==> src/hdl/das_alarm_map.vh <==
/*
 Alarm supervisor constants: alarm codes, lamp blink counts, timing figures.
 Assumes it is included by the design files of the alarm supervisor and by its testbench only.
*/
`ifndef DAS_ALARM_MAP_VH
`define DAS_ALARM_MAP_VH

// Alarm codes
`define DAS_CODE_NONE 8'h00
`define DAS_CODE_DATA 8'h41
`define DAS_CODE_SENSOR 8'h42
`define DAS_CODE_RUNPROT 8'h46
`define DAS_CODE_EXTSTOP 8'h6E
`define DAS_CODE_LINKERR 8'h84
`define DAS_CODE_TIMEOUT 8'h85
`define DAS_CODE_CPU 8'hF0

// Lamp blinks per burst
`define DAS_BLINK_NONE 4'h0
`define DAS_BLINK_DATA 4'h8
`define DAS_BLINK_SENSOR 4'h3
`define DAS_BLINK_RUNPROT 4'hB
`define DAS_BLINK_EXTSTOP 4'hA
`define DAS_BLINK_LINK 4'hC

// Clock rate and millisecond tick
`define DAS_CLK_HZ 32'h0131_2D00
`define DAS_MS_HZ 32'h0000_03E8

// Times in milliseconds
`define DAS_SETTLE_MS 4'h2
`define DAS_BLINK_ON_MS 12'h0C8
`define DAS_BLINK_OFF_MS 12'h0C8
`define DAS_BLINK_GAP_MS 12'h4B0

// Synchronised pin positions
`define DAS_PIN_SENSOR 0
`define DAS_PIN_START 1
`define DAS_PIN_HOLD 2
`define DAS_PIN_FWD 3
`define DAS_PIN_CCW 4
`define DAS_PIN_EXT 5
`define DAS_PIN_CPU 6
`define DAS_PIN_ARST 7
`define DAS_PIN_W 8

`endif

==> src/hdl/das_sync2.v <==
/*
 Two flip-flop synchroniser for a vector of independent levels.
 Assumes each bit is a slow level; no multi-bit coherence is promised.
*/
`timescale 1ns/10ps
module das_sync2 #(
    parameter W = 1
) (
    input wire clk_sys_in,
    input wire rst_n_in,
    input wire [W-1:0] d_in,
    output wire [W-1:0] q_out
);
    reg [W-1:0] meta_r;
    reg [W-1:0] sync_r;

    always @(posedge clk_sys_in or negedge rst_n_in) begin
        if (!rst_n_in) begin
            meta_r <= {W{1'b0}};
            sync_r <= {W{1'b0}};
        end else begin
            meta_r <= d_in;
            sync_r <= meta_r;
        end
    end

    assign q_out = sync_r;
endmodule // das_sync2

==> src/hdl/das_lamp_blinker.v <==
/*
 Indicator lamp driver: steady on when healthy or on a steady alarm,
 otherwise bursts of N blinks separated by a dark gap.
 Assumes a one-cycle millisecond tick from the same clock.
*/
`timescale 1ns/10ps
`include "das_alarm_map.vh"
module das_lamp_blinker (
    input wire clk_sys_in,
    input wire rst_n_in,
    input wire tick_in,
    input wire alarm_in,
    input wire steady_in,
    input wire [3:0] blinks_in,
    output reg lamp_out
);
    localparam [3:0] ST_IDLE = 4'b0001;
    localparam [3:0] ST_ON = 4'b0010;
    localparam [3:0] ST_OFF = 4'b0100;
    localparam [3:0] ST_GAP = 4'b1000;

    reg [3:0] st_r;
    reg [11:0] t_r;
    reg [3:0] n_r;

    always @(posedge clk_sys_in or negedge rst_n_in) begin
        if (!rst_n_in) begin
            st_r <= ST_IDLE;
            t_r <= 12'h000;
            n_r <= 4'h0;
            lamp_out <= 1'b0;
        end else if (!alarm_in || steady_in) begin
            st_r <= ST_IDLE;
            t_r <= 12'h000;
            n_r <= 4'h0;
            lamp_out <= 1'b1;
        end else begin
            case (st_r)
                ST_IDLE: begin
                    st_r <= ST_GAP;
                    t_r <= 12'h000;
                    lamp_out <= 1'b0;
                end
                ST_GAP: if (tick_in) begin
                    if (t_r == `DAS_BLINK_GAP_MS - 12'h001) begin
                        st_r <= ST_ON;
                        t_r <= 12'h000;
                        n_r <= 4'h0;
                        lamp_out <= 1'b1;
                    end else begin
                        t_r <= t_r + 12'h001;
                    end
                end
                ST_ON: if (tick_in) begin
                    if (t_r == `DAS_BLINK_ON_MS - 12'h001) begin
                        st_r <= ST_OFF;
                        t_r <= 12'h000;
                        n_r <= n_r + 4'h1;
                        lamp_out <= 1'b0;
                    end else begin
                        t_r <= t_r + 12'h001;
                    end
                end
                ST_OFF: if (tick_in) begin
                    if (t_r == `DAS_BLINK_OFF_MS - 12'h001) begin
                        t_r <= 12'h000;
                        if (n_r >= blinks_in) begin
                            st_r <= ST_GAP;
                        end else begin
                            st_r <= ST_ON;
                            lamp_out <= 1'b1;
                        end
                    end else begin
                        t_r <= t_r + 12'h001;
                    end
                end
                default: begin
                    st_r <= ST_IDLE;
                    lamp_out <= 1'b1;
                end
            endcase
        end
    end
endmodule // das_lamp_blinker

==> src/hdl/das_alarm_supervisor.v <==
/*
 Alarm supervisor for a motor driver: detects data, sensor, power-up run,
 external stop, serial link and processor faults, latches one alarm code,
 holds the motor and drives the indicator lamp.
 Assumes pins arrive asynchronous; config levels and link pulses come from
 logic on clk_sys_in; a power cycle is a reset on rst_n_in.
 Assumes the alarm reset pin is pressed as an edge with a low spell between
 presses, and that a limit or timeout of zero means that check is unused.
 Link timing starts at reset, so a host that never speaks still times out.
 One millisecond tick serves settle, timeout and lamp, so CYC_PER_MS
 scales all three together.
*/
`timescale 1ns/10ps
`include "das_alarm_map.vh"
module das_alarm_supervisor #(
    parameter CYC_PER_MS = `DAS_CLK_HZ / `DAS_MS_HZ,
    parameter ERR_W = 8,
    parameter TMO_W = 16
) (
    input wire clk_sys_in,
    input wire rst_n_in,
    input wire data_corrupt_in,
    input wire sensor_fault_in,
    input wire cpu_fault_in,
    input wire run_request_input_in,
    input wire motion_hold_select_input_in,
    input wire forward_rotation_input_in,
    input wire counter_clockwise_input_in,
    input wire external_fault_input_in,
    input wire alarm_reset_input_in,
    input wire three_wire_mode_in,
    input wire run_protect_en_in,
    input wire ext_fault_assigned_in,
    input wire host_ext_stop_in,
    input wire frame_ok_in,
    input wire frame_err_in,
    input wire [ERR_W-1:0] err_limit_in,
    input wire [TMO_W-1:0] timeout_ms_in,
    output reg alarm_active_out,
    output reg [7:0] alarm_code_out,
    output reg motor_enable_out,
    output reg [ERR_W-1:0] err_count_out,
    output wire power_fault_lamp_out
);
    localparam integer MS_LAST_I = CYC_PER_MS - 1;
    localparam [15:0] MS_LAST = MS_LAST_I[15:0];

    wire [`DAS_PIN_W-1:0] pin_raw;
    wire [`DAS_PIN_W-1:0] pin_s;
    reg arst_d_r;
    reg [15:0] ms_cnt_r;
    reg ms_tick_r;
    reg [3:0] pu_cnt_r;
    reg pu_done_r;
    reg [ERR_W-1:0] err_cnt_r;
    reg [TMO_W-1:0] tmo_cnt_r;
    reg [7:0] code_nxt;
    reg [3:0] blinks;
    reg alarm_nxt;
    reg [7:0] cand_code;

    reg [1:0] pin_vld_r;

    wire run_cmd;
    wire ext_level;
    wire pu_chk;
    wire ev_data;
    wire ev_sensor;
    wire ev_runprot;
    wire ev_ext;
    wire ev_link;
    wire ev_tmo;
    wire ev_cpu;
    wire ev_any;
    wire arst_rise;
    wire resettable;
    wire do_clear;

    wire pins_settled;
    wire ev_ext_pin;
    wire ev_ext_host;
    wire err_step;
    wire lamp_steady;

    // Every pin passes two flops before use
    // Order follows the pin positions, highest first
    assign pin_raw = {
        alarm_reset_input_in,
        cpu_fault_in,
        external_fault_input_in,
        counter_clockwise_input_in,
        forward_rotation_input_in,
        motion_hold_select_input_in,
        run_request_input_in,
        sensor_fault_in
    };

    das_sync2 #(
        .W(`DAS_PIN_W)
    ) u_pin_sync (
        .clk_sys_in(clk_sys_in),
        .rst_n_in(rst_n_in),
        .d_in(pin_raw),
        .q_out(pin_s)
    );

    // Sync flops reset low and a low fault pin means a fault, so the
    // fault pin is not trusted until two edges have refilled them
    always @(posedge clk_sys_in or negedge rst_n_in) begin
        if (!rst_n_in) begin
            pin_vld_r <= 2'h0;
        end else begin
            pin_vld_r <= {pin_vld_r[0], 1'b1};
        end
    end

    assign pins_settled = pin_vld_r[1];

    // Run command decode per input scheme
    assign run_cmd = three_wire_mode_in ?
        (pin_s[`DAS_PIN_START] & pin_s[`DAS_PIN_HOLD]) :
        (pin_s[`DAS_PIN_FWD] | pin_s[`DAS_PIN_CCW]);

    // Unassigned fault input reads as on, so it never trips
    assign ext_level = ext_fault_assigned_in ? pin_s[`DAS_PIN_EXT] : 1'b1;

    // Millisecond tick shared by power-up settle, timeout and lamp
    always @(posedge clk_sys_in or negedge rst_n_in) begin
        if (!rst_n_in) begin
            ms_cnt_r <= 16'h0000;
            ms_tick_r <= 1'b0;
        end else if (ms_cnt_r == MS_LAST) begin
            ms_cnt_r <= 16'h0000;
            ms_tick_r <= 1'b1;
        end else begin
            ms_cnt_r <= ms_cnt_r + 16'h0001;
            ms_tick_r <= 1'b0;
        end
    end

    // Power-up checks run once, after the pins have settled
    assign pu_chk = ms_tick_r & ~pu_done_r & (pu_cnt_r == `DAS_SETTLE_MS - 4'h1);

    always @(posedge clk_sys_in or negedge rst_n_in) begin
        if (!rst_n_in) begin
            pu_cnt_r <= 4'h0;
            pu_done_r <= 1'b0;
        end else if (ms_tick_r && !pu_done_r) begin
            if (pu_chk) begin
                pu_done_r <= 1'b1;
            end else begin
                pu_cnt_r <= pu_cnt_r + 4'h1;
            end
        end
    end

    // Events
    assign ev_data = data_corrupt_in;
    assign ev_sensor = pu_chk & pin_s[`DAS_PIN_SENSOR];
    assign ev_runprot = pu_chk & run_protect_en_in & run_cmd;
    assign ev_ext_pin = pins_settled & ~ext_level;
    assign ev_ext_host = host_ext_stop_in;
    assign ev_ext = ev_ext_pin | ev_ext_host;
    assign ev_link = (err_limit_in != {ERR_W{1'b0}}) & (err_cnt_r >= err_limit_in);
    assign ev_tmo = (timeout_ms_in != {TMO_W{1'b0}}) & (tmo_cnt_r >= timeout_ms_in);
    assign ev_cpu = pin_s[`DAS_PIN_CPU];
    assign ev_any = ev_data | ev_sensor | ev_runprot | ev_ext | ev_link | ev_tmo | ev_cpu;

    // Alarm reset acts on the rising edge of the synchronised input
    always @(posedge clk_sys_in or negedge rst_n_in) begin
        if (!rst_n_in) begin
            arst_d_r <= 1'b0;
        end else begin
            arst_d_r <= pin_s[`DAS_PIN_ARST];
        end
    end

    assign arst_rise = pin_s[`DAS_PIN_ARST] & ~arst_d_r;
    assign resettable = (alarm_code_out != `DAS_CODE_DATA) &&
                        (alarm_code_out != `DAS_CODE_CPU);
    assign do_clear = alarm_active_out & arst_rise & resettable;

    // Consecutive error run; a good frame ends the run, while an error that
    // meets an alarm reset starts a new run rather than being lost
    assign err_step = frame_err_in && (err_cnt_r != {ERR_W{1'b1}});

    always @(posedge clk_sys_in or negedge rst_n_in) begin
        if (!rst_n_in) begin
            err_cnt_r <= {ERR_W{1'b0}};
        end else if (frame_ok_in) begin
            err_cnt_r <= {ERR_W{1'b0}};
        end else if (do_clear) begin
            err_cnt_r <= {{(ERR_W-1){1'b0}}, frame_err_in};
        end else if (err_step) begin
            err_cnt_r <= err_cnt_r + {{(ERR_W-1){1'b0}}, 1'b1};
        end
    end

    // Milliseconds since the last good frame or alarm clear, saturating
    always @(posedge clk_sys_in or negedge rst_n_in) begin
        if (!rst_n_in) begin
            tmo_cnt_r <= {TMO_W{1'b0}};
        end else if (do_clear || frame_ok_in) begin
            tmo_cnt_r <= {TMO_W{1'b0}};
        end else if (ms_tick_r && (tmo_cnt_r != {TMO_W{1'b1}})) begin
            tmo_cnt_r <= tmo_cnt_r + {{(TMO_W-1){1'b0}}, 1'b1};
        end
    end

    // Highest-priority event present this cycle
    // Processor and stored data first, then power-up checks, then run time
    always @* begin
        if (ev_cpu) begin
            cand_code = `DAS_CODE_CPU;
        end else if (ev_data) begin
            cand_code = `DAS_CODE_DATA;
        end else if (ev_sensor) begin
            cand_code = `DAS_CODE_SENSOR;
        end else if (ev_runprot) begin
            cand_code = `DAS_CODE_RUNPROT;
        end else if (ev_ext) begin
            cand_code = `DAS_CODE_EXTSTOP;
        end else if (ev_link) begin
            cand_code = `DAS_CODE_LINKERR;
        end else if (ev_tmo) begin
            cand_code = `DAS_CODE_TIMEOUT;
        end else begin
            cand_code = `DAS_CODE_NONE;
        end
    end

    // First alarm holds its code; processor fault overrides; an event in
    // the reset cycle keeps the alarm up, so nothing is lost
    always @* begin
        alarm_nxt = alarm_active_out;
        code_nxt = alarm_code_out;
        if (!alarm_active_out) begin
            if (ev_any) begin
                alarm_nxt = 1'b1;
                code_nxt = cand_code;
            end
        end else if (ev_cpu) begin
            code_nxt = `DAS_CODE_CPU;
        end else if (do_clear) begin
            if (ev_any) begin
                code_nxt = cand_code;
            end else begin
                alarm_nxt = 1'b0;
                code_nxt = `DAS_CODE_NONE;
            end
        end
    end

    always @(posedge clk_sys_in or negedge rst_n_in) begin
        if (!rst_n_in) begin
            alarm_active_out <= 1'b0;
            alarm_code_out <= `DAS_CODE_NONE;
            motor_enable_out <= 1'b0;
            err_count_out <= {ERR_W{1'b0}};
        end else begin
            alarm_active_out <= alarm_nxt;
            alarm_code_out <= code_nxt;
            // Motor waits for the power-up checks and any pending alarm
            motor_enable_out <= pu_done_r & ~alarm_nxt;
            // Copy lags the live count by one edge
            err_count_out <= err_cnt_r;
        end
    end

    // Blink count per latched code
    always @* begin
        case (alarm_code_out)
            `DAS_CODE_DATA: blinks = `DAS_BLINK_DATA;
            `DAS_CODE_SENSOR: blinks = `DAS_BLINK_SENSOR;
            `DAS_CODE_RUNPROT: blinks = `DAS_BLINK_RUNPROT;
            `DAS_CODE_EXTSTOP: blinks = `DAS_BLINK_EXTSTOP;
            `DAS_CODE_LINKERR: blinks = `DAS_BLINK_LINK;
            `DAS_CODE_TIMEOUT: blinks = `DAS_BLINK_LINK;
            default: blinks = `DAS_BLINK_NONE;
        endcase
    end

    assign lamp_steady = (alarm_code_out == `DAS_CODE_CPU);

    das_lamp_blinker u_lamp (
        .clk_sys_in(clk_sys_in),
        .rst_n_in(rst_n_in),
        .tick_in(ms_tick_r),
        .alarm_in(alarm_active_out),
        .steady_in(lamp_steady),
        .blinks_in(blinks),
        .lamp_out(power_fault_lamp_out)
    );
endmodule // das_alarm_supervisor

==> config.mk <==
export PLATFORM = sky130hd
export DESIGN_NAME = das_alarm_supervisor
export DESIGN_NICKNAME = d
export VERILOG_FILES = /design/src/hdl/das_sync2.v /design/src/hdl/das_lamp_blinker.v /design/src/hdl/das_alarm_supervisor.v
export VERILOG_INCLUDE_DIRS = /design/src /design/src/hdl
export SDC_FILE = /design/constraint.sdc
export NUM_CORES = 1
export LEC_CHECK = 0
export BUFFER_PORTS_ARGS = -buffer_cell sky130_fd_sc_hd__buf_2
export CORE_MARGIN = 10
export CORE_UTILIZATION = 55
export DETAILED_ROUTE_END_ITERATION = 10
export GPL_ROUTABILITY_DRIVEN = 0
export HOLD_SLACK_MARGIN = 0.02
export MAX_ROUTING_LAYER = met4
export PLACE_DENSITY_LB_ADDON = 0.25
export SLEW_MARGIN = 20
export SYNTH_ARGS = -nofsm -noshare
export SYNTH_HDL_FRONTEND = slang
export SYNTH_HIERARCHICAL = 1
export SYNTH_SLANG_ARGS = --single-unit
==> constraint.sdc <==
create_clock -name clk_sys_in -period 3.5 [get_ports clk_sys_in]
set_input_delay 0.35 -clock clk_sys_in [delete_from_list [all_inputs] [get_ports clk_sys_in]]
set_output_delay 0.35 -clock clk_sys_in [all_outputs]
set_load 0.02 [all_outputs]
==> key figures <==
Finish
  • Commonest non-fill, non-tap cell in the layout: dfrtp_1
  • Area grow syn2layout: 11.35%
  • Post-route cell area: 6250 µm²
  • Most frequent cells in the layout: dfrtp_1 (103), nor2_1 (64), buf_2 (58)
  • Layout net count: 708
  • Diode count: 0
  • Fillers: 814
  • Layout cell share with drive strength beyond 1: 15.09%

Job
  • Max Cap Violations: 0

Logic synthesis
  • Post-synth EDFFs: 0
  • Synthesized instance count: 570
  • Asr flop ratio synth: 100.0%
  • Sequential fraction of the synthesis area: 46.39%
  • Syn avg cell area: 9.847 µm²
  • Syn_nets: 646
  • Post-synthesis cell area: 5613 µm²
  • Main flop type after synthesis: dfrtp_1
  • Flops & latches, synth: 104
  • Post-synthesis cell type count: 70
  • Warnings from Yosys: 6

Pwr
  • Leak Pwr: 2.902 nW
  • Comb pwr share: 18.8%
  • Power density cells: 406.7 nW/µm²
  • Clock Power Share: 29.6%
  • Sequential Power Share: 51.6%
  • Maximum vdd drop: 291.5 µV
  • Pint: 0.001769 W
  • Switching share of total power: 30.40%
  • Switching power: 0.0007726 W

Timing
  • Tcrit/Tclk final: 79.57%
  • Max Clk Rate: 359.1 MHz
  • Finish-stage setup viols: 0
  • Slew Viols, Final: 0
  • TNS Setup: 0 ns
  • Slack of the critical path: 0.7149 ns
  • Worst relative slew slack: 44.40%
  • Worst clock skew: 0.01089 ns
  • Slew @ Worst Pin: 0.8224 ns
  • Final Hold Vio Count: 0
  • RSZ-0062 raised after global routing: no
  • Post-route minimum period: 2.785 ns

Placement
  • HPWL after DPL: 8.836 mm
  • I/O Buffers: 59
  • Pre-CTS setup slack: 0.7734 ns
  • Post-DP Area: 6046 µm²

Global routing
  • GRT overflow: 0
  • Number of global-route vias before repair: 4412
  • GR Layer Usage met1: 22.56%
  • GR Util All Layers: 17.40%
  • GRT Max-Usage Layer: met2
  • First-pass GRT wire length: 20.74 mm
  • Largest net degree at the start of global routing: 91
  • Grt met2 use: 27.11%
  • Initial antenna violation count: 0
  • GRT met3 Usage: 3.769%

CTS
  • Clock Sinks: 104
  • Cells resized by post-CTS repair: 0
  • CTS Hold Buffers Added: 0
  • CTS tree: yes
  • Setup Buffers After CTS: 0
  • Max Root-Sink Buffers: 2
  • Clock root cell: clkbuf_8
  • Clock buffer count from CTS: 9
  • Worst skew pair latency: 0.36 ns
  • CTS clk-pin slew, worst paths: 0.10 ns
  • H-Tree Depth: 3

Worst setup path
  • Kind of critical path: reg -> reg
  • Critical path endpoint category: flip-flop
  • CP max-delay cell: a2111oi_0
  • CP max FO: 6
  • CP required: 3.78 ns
  • Critical path, cell by cell: or2_2 > or3_1 > nor4_1 > inv_1 > ha_1 > a21oi_1 > o21ai_0 > a2111oi_0 > a21oi_1 > o2bb2ai_1
  • Crit path largest cell delay: 0.47 ns
  • CP dominant cell by count: a21oi_1
  • Data arrival, critical path: 3.07 ns
  • Worst Setup Start Kind: flip-flop

Route
  • Avg WL per Cell: 15.27 µm
  • Initial drt markers: 242
  • WL final: 11.74 mm
  • Post-route DRC: 0
  • Antenna violation net count after detailed routing: 0
  • DR vias: 4425
  • Drt first pass iters: 4
  • Vias per std cell: 5.754

Floorplanning
  • Initial core utilization: 56.90%
  • Cell Rows: 36
  • Core box area: 9864 µm²
  • Die Span X: 121.0 µm
  • I/O Pins: 60
  • Die area: 14650 µm²
  • Die Ht: 121.0 µm

Run status
  • Status: completed

Worst hold path
  • Hold WC Path Type: in -> async
[worst max-delay path: cells and delay by family, from the launching register on]
kind	cells	cell delay, ns
AO/OA/AOI/OAI	5	0.99
adder cells (fa/ha/maj)	1	0.31
buffers and inverters	1	0.09
flip-flops	1	0.44
AND/OR/NAND/NOR	3	0.87
[Yosys cell counts (all sizes together) (2+ instances only)]
master   instances  area share [%]
and4             5            0.78
o21ai           17             1.6
or4b             3            0.60
a21oi           21             2.1
a211oi           3            0.40
nor2b            5            0.56
or2              2            0.22
or3              5            0.56
xnor2           25             3.9
nand3           28             2.5
o21a             5            0.67
dfrtp          103              46
and2             5            0.56
nor4b            6             1.0
nor2            65             4.4
mux2             2            0.40
a21o            10             1.3
ha              35             7.8
clkbuf           6            0.40
and3             5            0.56
o2bb2ai          4            0.62
mux2i            2            0.36
o211ai           5            0.76
nand4           19             2.1
a31o             3            0.47
buf              5            0.56
nand4b           2            0.31
o31ai            4            0.62
nand2           45             3.0
inv             41             2.7
nor4            16             1.9
nor3            17             1.5
a211o            2            0.31
xor2            14             2.2
nand2b           3            0.47
or4              4            0.60
a22o             7             1.1
a2111oi          3            0.80
[state kept, by name (all words and copies together), names as in the netlist]
signal,cells
ms_cnt_r,16
tmo_cnt_r,16
u_lamp/t_r,12
alarm_code_out,8
err_cnt_r,8
err_count_out,8
u_pin_sync/meta_r,8
u_pin_sync/q_out,8
pu_cnt_r,4
u_lamp/n_r,4
u_lamp/st_r,4
pin_vld_r,2
alarm_active_out,1
arst_d_r,1
motor_enable_out,1
ms_tick_r,1
pu_done_r,1
u_lamp/lamp_out,1
[routing by layer]
| metal | vias up | wire [µm] |
|---|---|---|
| met3 | 6 | 596 |
| met5 | - | 0 |
| li1 | 2173 | - |
| met2 | 101 | 5571 |
| met1 | 2145 | 5504 |
| met4 | 0 | 69 |
[kinds of logic after synthesis]
group / after synthesis / share of synthesized area, %
compound gates: 97 / 13.06
flops: 104 / 46.39
xor+xnor: 39 / 6.086
other cells: 1 / 0.06681
buf+inv: 52 / 3.700
fa+ha+maj: 35 / 7.802
simple gates: 238 / 22.14
mux: 4 / 0.7579
[metrics by stage]
stage	hold slack, ns	cells	total power (W)	utilization [%]
after floorplan	0.05441	570	0.001645	-
after global placement	0.3315	754	0.001788	61.29
after detailed placement	0.3362	754	0.001801	61.29
after CTS	0.07070	769	0.002565	63.32
after global routing	0.05415	769	0.002686	63.36
final	0.01331	769	0.002542	63.36
[power groups by stage]
stage	clock [W]	sequential (W)	combinational (W)
after global routing	0.000834	0.00132	0.000533
after CTS	0.000779	0.00131	0.000477
after global placement	0	0.00133	0.000457
after detailed placement	0	0.00133	0.000468
final	0.000753	0.00131	0.000477
after floorplan	0	0.00133	0.000318
[area by class of cell]
class	count	area, µm²	share of cell area, %
flip-flops and latches	104	2604	41.66
clock buffers	9	123.9	1.982
multi-input cells	414	2801	44.82
repair buffers	62	324.1	5.185
inverters	41	153.9	2.462
well taps	133	166.4	2.663
clock inverters	6	76.32	1.221
[final timing paths]
path	end	slack, ns	start	cells after the start
worst min register to register	u_pin_sync/q_out[4]	0.36	u_pin_sync/meta_r[4]	0
worst max-delay path	u_lamp/st_r[1]	0.71	alarm_code_out[3]	10
min in group clk_sys_in	u_pin_sync/meta_r[1]	0.09	run_request_input_in	1
max in group asynchronous	ms_cnt_r[13]	2.73	rst_n_in	2
worst max register to register	u_lamp/st_r[1]	0.71	alarm_code_out[3]	10
worst min-delay path	err_count_out[5]	0.01	rst_n_in	1
No activity file was read; power rests on OpenSTA's default activity.
